$ cat config.mk
export PLATFORM = sky130hd
export DESIGN_NAME = rid_top
export DESIGN_NICKNAME = d
export VERILOG_FILES = /design/src/design/rid_pkg.sv /design/src/design/rid_day_match.sv /design/src/design/rid_top.sv
export VERILOG_INCLUDE_DIRS = /design/src /design/src/design
export SDC_FILE = /design/constraint.sdc
export NUM_CORES = 1
export LEC_CHECK = 0
export ABC_AREA = 1
export BUFFER_PORTS_ARGS = -buffer_cell sky130_fd_sc_hd__buf_2
export CORE_UTILIZATION = 58
export CTS_BUF_LIST = sky130_fd_sc_hd__clkbuf_4 sky130_fd_sc_hd__clkbuf_8 sky130_fd_sc_hd__clkbuf_16
export DETAILED_ROUTE_END_ITERATION = 10
export MAX_ROUTING_LAYER = met4
export PLACE_DENSITY = 0.78
export SLEW_MARGIN = 25
export SYNTH_ARGS = -nofsm -noshare
export SYNTH_HDL_FRONTEND = slang
export SYNTH_SLANG_ARGS = --single-unit
export TNS_END_PERCENT = 20
$ cat constraint.sdc
create_clock -name sys_clk_in -period 2.42 [get_ports sys_clk_in]
set_clock_uncertainty 0.2 [all_clocks]
set_input_delay 0.242 -clock sys_clk_in [delete_from_list [all_inputs] [get_ports sys_clk_in]]
set_output_delay 0.242 -clock sys_clk_in [all_outputs]
set_load 0.03 [all_outputs]
$ cat src/design/rid_consts.svh
`ifndef RID_CONSTS_SVH
`define RID_CONSTS_SVH

// Register addresses on the memory bus
`define RID_ADDR_DAY 17'h1FFF5
`define RID_ADDR_CTL 17'h1FFF6
`define RID_ADDR_FLG 17'h1FFE0

// Interrupt control fields
`define RID_CTL_WIE 7
`define RID_CTL_AIE 6
`define RID_CTL_POWERFAIL_IRQ_ENABLE 5
`define RID_CTL_HL 3
`define RID_CTL_PL 2
`define RID_CTL_WMASK 8'hEC
`define RID_CTL_RST 8'h00

// Day alarm fields
`define RID_DAY_MASK 7
`define RID_DAY_DATE_HI 5
`define RID_DAY_WMASK 8'hBF
`define RID_DAY_RST 8'h00

// Flag register fields
`define RID_FLG_WDF 7
`define RID_FLG_AF 6
`define RID_FLG_PF 5

// Pulse mode length in clock cycles
`define RID_PULSE_CYC 8'h08
`define RID_PULSE_ZERO 8'h00
`define RID_BYTE_ZERO 8'h00

`endif

$ cat src/design/rid_pkg.sv
package rid_pkg;

	// Memory bus pins as one synchroniser stage
	typedef struct packed {
		logic ce_n;
		logic we_n;
		logic oe_n;
		logic [16:0] addr;
		logic [7:0] dq;
	} rid_bus_t;

	// Event inputs from the RTC time base logic
	typedef struct packed {
		logic wdog;
		logic alarm_tick;
		logic alarm_fields;
		logic pfail;
	} rid_evt_t;

	// Whole state of the controller
	typedef struct packed {
		rid_bus_t s1;
		rid_bus_t s2;
		logic we_prev;
		logic oe_prev;
		logic wpend;
		logic [16:0] wa;
		logic [7:0] wd;
		logic [16:0] ra;
		logic [7:0] ctl;
		logic [7:0] day;
		logic [7:0] rd;
		logic watchdog_flag;
		logic af;
		logic pf;
		logic pf_prev;
		logic [7:0] pcnt;
	} rid_state_t;

endpackage : rid_pkg

$ cat src/design/rid_day_match.sv
`timescale 1ns/1ps
`include "rid_consts.svh"

module rid_day_match (
	// Compare register and current date
	input wire logic [7:0] day_reg_in,
	input wire logic [5:0] cur_date_in,
	// Result
	output logic hit_out
);

	// Mask bit set makes the date a don't-care
	assign hit_out = day_reg_in[`RID_DAY_MASK] ||
		(cur_date_in == day_reg_in[`RID_DAY_DATE_HI:0]);

endmodule : rid_day_match

$ cat src/design/rid_top.sv
`timescale 1ns/1ps
`include "rid_consts.svh"

// Contract
// Watchdog timeout with its enable set raises the interrupt and sets its flag.
// Watchdog timeout with its enable clear sets only the watchdog flag.
// Alarm match with its enable set raises the interrupt and sets its flag.
// Alarm match with its enable clear sets only the alarm flag.
// Power-fail sets its flag; with its enable set it also drives the interrupt.
// Day alarm top bit 0 compares the date, 1 ignores it.
// Polarity bit 1 drives interrupt active high; 0 gives open-drain active low.
module rid_top (
	// Clock, reset, enable
	input wire logic sys_clk_in,
	input wire logic rst_n_in,
	input wire logic cke_in,
	// Asynchronous memory bus pins
	input wire logic mem_ce_n_in,
	input wire logic mem_we_n_in,
	input wire logic mem_oe_n_in,
	input wire logic [16:0] mem_addr_in,
	input wire logic [7:0] mem_dq_in,
	output logic [7:0] mem_dq_out,
	output logic mem_dq_oe_out,
	// Events and current date from the RTC
	input wire rid_pkg::rid_evt_t evt_in,
	input wire logic [5:0] cur_date_in,
	// Interrupt pin
	output logic irq_pin_out,
	output logic irq_pin_oe_out
);

	rid_pkg::rid_state_t s_q;
	rid_pkg::rid_state_t s_d;
	rid_pkg::rid_bus_t pins;
	logic day_hit;
	logic alarm_ev;
	logic pf_rise;
	logic wr_done;
	logic rd_end;
	logic rd_hit;
	logic irq_lvl;
	logic irq_new;
	logic irq_act;
	logic [7:0] rd_mux;
	logic [7:0] flg_byte;

	// Pins gathered for the two-stage synchroniser
	assign pins = '{ce_n: mem_ce_n_in, we_n: mem_we_n_in,
		oe_n: mem_oe_n_in, addr: mem_addr_in, dq: mem_dq_in};

	// Date compare lives in its own small module
	rid_day_match i_rid_day_match (
		.day_reg_in(s_q.day),
		.cur_date_in(cur_date_in),
		.hit_out(day_hit)
	);

	// Event decode; only the second sync stage is ever looked at
	assign alarm_ev = evt_in.alarm_tick && evt_in.alarm_fields && day_hit;
	assign pf_rise = evt_in.pfail && !s_q.pf_prev;
	assign wr_done = s_q.wpend && s_q.s2.we_n && !s_q.we_prev;
	assign rd_end = s_q.s2.oe_n && !s_q.oe_prev && !s_q.s2.ce_n;

	// Flags gathered as one readable byte
	always_comb begin
		flg_byte = `RID_BYTE_ZERO;
		flg_byte[`RID_FLG_WDF] = s_q.watchdog_flag;
		flg_byte[`RID_FLG_AF] = s_q.af;
		flg_byte[`RID_FLG_PF] = s_q.pf;
	end

	// Read decode; other addresses belong to the SRAM array, not to us
	always_comb begin
		rd_hit = 1'b1;
		unique case (s_q.s2.addr)
			`RID_ADDR_CTL: rd_mux = s_q.ctl;
			`RID_ADDR_DAY: rd_mux = s_q.day;
			`RID_ADDR_FLG: rd_mux = flg_byte;
			default: begin
				rd_mux = `RID_BYTE_ZERO;
				rd_hit = 1'b0;
			end
		endcase
	end

	// Interrupt request: enabled flags in level mode, a counter in pulse mode
	assign irq_lvl = (s_q.watchdog_flag && s_q.ctl[`RID_CTL_WIE]) ||
		(s_q.af && s_q.ctl[`RID_CTL_AIE]) ||
		(s_q.pf && s_q.ctl[`RID_CTL_POWERFAIL_IRQ_ENABLE]);
	assign irq_new = (evt_in.wdog && s_q.ctl[`RID_CTL_WIE]) ||
		(alarm_ev && s_q.ctl[`RID_CTL_AIE]) ||
		(pf_rise && s_q.ctl[`RID_CTL_POWERFAIL_IRQ_ENABLE]);
	assign irq_act = s_q.ctl[`RID_CTL_PL] ?
		(s_q.pcnt != `RID_PULSE_ZERO) : irq_lvl;

	// Pin mode: push-pull active high, or open-drain pulling low
	assign irq_pin_out = s_q.ctl[`RID_CTL_HL] && irq_act;
	assign irq_pin_oe_out = s_q.ctl[`RID_CTL_HL] || irq_act;

	// Data bus driven only while a selected read hits one of our bytes
	assign mem_dq_out = s_q.rd;
	assign mem_dq_oe_out = !s_q.s2.ce_n && !s_q.s2.oe_n &&
		s_q.s2.we_n && rd_hit;

	// Next state; nothing moves while the clock enable is low
	always_comb begin
		s_d = s_q;
		if (cke_in) begin
			s_d.s1 = pins;
			s_d.s2 = s_q.s1;
			s_d.we_prev = s_q.s2.we_n;
			s_d.oe_prev = s_q.s2.oe_n;
			s_d.pf_prev = evt_in.pfail;
			// Latch address and data while the write strobe is low
			if (!s_q.s2.ce_n && !s_q.s2.we_n) begin
				s_d.wa = s_q.s2.addr;
				s_d.wd = s_q.s2.dq;
				s_d.wpend = 1'b1;
			end
			// Commit at the trailing edge so the data has settled
			if (wr_done) begin
				s_d.wpend = 1'b0;
				if (s_q.wa == `RID_ADDR_CTL) begin
					s_d.ctl = s_q.wd & `RID_CTL_WMASK;
				end
				if (s_q.wa == `RID_ADDR_DAY) begin
					s_d.day = s_q.wd & `RID_DAY_WMASK;
				end
			end
			// Read data and address reloaded every clock while chip enable and output enable are low
			if (!s_q.s2.ce_n && !s_q.s2.oe_n) begin
				s_d.rd = rd_mux;
				s_d.ra = s_q.s2.addr;
			end
			// Finished read of the flag byte clears it
			if (rd_end && s_q.ra == `RID_ADDR_FLG) begin
				s_d.watchdog_flag = 1'b0;
				s_d.af = 1'b0;
				s_d.pf = 1'b0;
			end
			// Events set after the clear so a colliding event survives
			if (evt_in.wdog) begin
				s_d.watchdog_flag = 1'b1;
			end
			if (alarm_ev) begin
				s_d.af = 1'b1;
			end
			if (pf_rise) begin
				s_d.pf = 1'b1;
			end
			// Pulse counter reloads on every new enabled event
			if (s_q.pcnt != `RID_PULSE_ZERO) begin
				s_d.pcnt = s_q.pcnt - 8'h01;
			end
			if (irq_new) begin
				s_d.pcnt = `RID_PULSE_CYC;
			end
		end
	end

	// State register; bus stages idle high after reset
	always_ff @(posedge sys_clk_in or negedge rst_n_in) begin
		if (!rst_n_in) begin
			s_q <= '0;
			s_q.s1.ce_n <= 1'b1;
			s_q.s1.we_n <= 1'b1;
			s_q.s1.oe_n <= 1'b1;
			s_q.s2.ce_n <= 1'b1;
			s_q.s2.we_n <= 1'b1;
			s_q.s2.oe_n <= 1'b1;
			s_q.we_prev <= 1'b1;
			s_q.oe_prev <= 1'b1;
			s_q.ctl <= `RID_CTL_RST;
			s_q.day <= `RID_DAY_RST;
		end else begin
			s_q <= s_d;
		end
	end
endmodule : rid_top

==> out/results.ini <==
[global_routing]
grt_max_degree = 56
first_global_vias = 4791
grt_pass1_wl_um = 23100
antenna_found_initial = 0
grt_use_total_pct = 31.05
grt-ovfl-total = 0

[layout]
area_delta_synth_final_pct = 26.56
insertedDiodeCount = 0
fill_cells = 620
nets = 801
multi_input_area_um2 = 2033
seqCellArea_um2 = 3338
final_cells = 901
drive_gt1_share_pct = 18.78

[synthesis]
synth_edf_count = 0
yosys_register_bits = 133
syn_avg_cell_area_um2 = 8.617
synth_top_area_share_pct = 54.84
ys_seq_area_share_pct = 58.52
yosysTopAreaCell = dfrtp_1
yosysMostFrequentCell = nand2_1
synth_common_cells = nand2_1 (241), dfrtp_1 (125), o21ai_0 (73)
synth_cell_types = 33
syn-instance-count = 662
synth_area_um2 = 5704
ys_async_sr_fraction_pct = 100.0
yosys_warnings = 0
ys_top_cells_by_area = dfrtp_1 (55%), nand2_1 (16%), o21ai_0 (6.4%)
synthesis.nets = 704
synthFlopType = dfrtp_1

[worst_setup_path]
critPathKind = reg -> out
worst_ep_arrival_time_ns = 2.03
end_kind = output pin
rrSetupSlack_ns = 0.40
path_max_fanout = 4
cp-start-kind = register
cp_data_required_time_ns = 1.98

[cts]
cts.sinks = 133
cts_root_buffer = clkbuf_8
clkLatencyLatePin_ns = 0.52
cts_max_level = 4
tritoncts.num_buffers = 17
cts.clk_slew.worst_paths_ns = 0.06
clockBufferDepth = 2
cts_tree = done

[timing]
tightest_slew_ns = 0.6002
min_period_over_period_pct = 102.2
slew_violations = 0
hold_ws_ns = 0.06273
setup_violations = 1
fmax_ghz = 0.4043
worst_slack_ns = -0.05311
slew-limit-headroom_pct = 59.99
fin_crit_ns = 2.473
grt_setup_unrepaired = true
hold_viol = 0

[detailed_routing]
wl_per_cell_um = 15.95
drc = 0
vias = 4939
wl_um = 14370
drt_first_pass_iters = 6
drt-vias-per-instance = 5.482
antenna_left = 0
drt_iter0_drc = 423

[placement]
place_inst = 818
portBuffers = 51
place_hpwl_um = 8269
gp_congestion = 0.8814
post-place-ws_ns = 0.3348

[floorplanning]
dieWidth_um = 101.2
die_area_um2 = 10240
fp.dieH_um = 101.2
coreArea_um2 = 9371
rows = 35
ioPinCount = 52
initial_utilization_pct = 60.87

[pwr]
p_leak_nw = 3.683
power_density_nw_per_um2 = 859.5
ir_drop_uv = 513.4

[min_path]
hold_class = in -> async

[job]
maxCapViolCount = 0

[run_status]
status = finished, violations left
failed_checks = negative setup slack

## registers in the layout, summed over array words and instances (netlist names)
name	count
flg_byte	3
mem_dq_out	8
s_q	122
## through the flow
step	total power [mW]	instance area (um2)	utilization, %	TNS [ns]
3_5_place_dp	3.409	6051	64.57	0
5_1_grt	6.444	7219	77.04	-0.1249
4_1_cts	6.112	7104	75.81	-0.002268
2_1_floorplan	3.151	5704	-	0
3_3_place_gp	3.363	6051	64.57	0
6_report	6.205	7219	77.04	-0.05311
## report_power, final
part           switching (mW)  leakage [nW]  internal (mW)
clock network           0.953         0.298           1.70
registers               0.207          1.61           2.53
logic                   0.492          1.77          0.328
## metal layers
layer  wire length, um  global-route usage, %
met4               484                  13.82
met5                 0                      -
met2              7103                  48.30
met1              5890                  39.87
met3               890                  6.073
## path summary, 6_finish.rpt
kind                                 startpoint                        end  depth (start not counted)
min in group sys_clk_in          cur_date_in[4]    flg_byte[6]$_DFFE_PN0P_                          8
hold reg to reg            s_q[134]$_DFFE_PN1P_       s_q[134]$_DFFE_PN1P_                          2
setup reg to reg           s_q[103]$_DFFE_PN0P_  mem_dq_out[6]$_DFFE_PN0P_                          8
hold / removal                         rst_n_in       s_q[129]$_DFFE_PN0P_                          2
setup / recovery           s_q[103]$_DFFE_PN0P_              mem_dq_oe_out                          7
max in group asynchronous              rst_n_in        s_q[62]$_DFFE_PN0P_                          3
## cells by family (layout without fill, tap and decap cells)
group	after synthesis	after routing	share of synthesized area, %
flops	133	133	58.52
xor+xnor	4	4	0.6143
fa+ha+maj	1	1	0.2193
compound gates	95	95	8.708
buf+inv	96	206	6.975
simple gates	333	333	24.96
## cell usage in the layout, fill, tap and decap left out, drive strengths merged, types with 4 or more instances in the layout
cell type / instances
a21oi: 12
buf: 76
clkbuf: 22
dfrtp: 125
dfstp: 8
dlygate4sd3: 34
inv: 65
nand2: 243
nand3: 27
nand4: 16
nor2: 34
nor3: 11
o21ai: 73
o22ai: 4
o31ai: 4
## area by class of cell
class	instances	area share, %
flip-flops and latches	133	46.24
clock buffers	22	6.603
well taps	129	2.236
repair buffers	110	11.44
multi-input cells	433	28.16
inverters	64	3.328
clock inverters	10	1.993
## worst max-delay path, stage by stage (launching register included)
cell and delay [ns]:
dfrtp_1 0.40, nand4_1 0.21, nor2_4 0.23, nand4_1 0.21, nand3_2 0.18, nand3_2 0.08, inv_2 0.07, buf_6 0.12
## timing repair
action                                  in CTS  in global routing
gates resized for setup                     10                 14
pin swaps                                    5                 11
setup buffers                                7                 10
endpoints found under the hold margin      108                  0
hold buffers                                34                  0
endpoints found under the setup margin       3                  3
No activity file was read; power rests on OpenSTA's default activity.
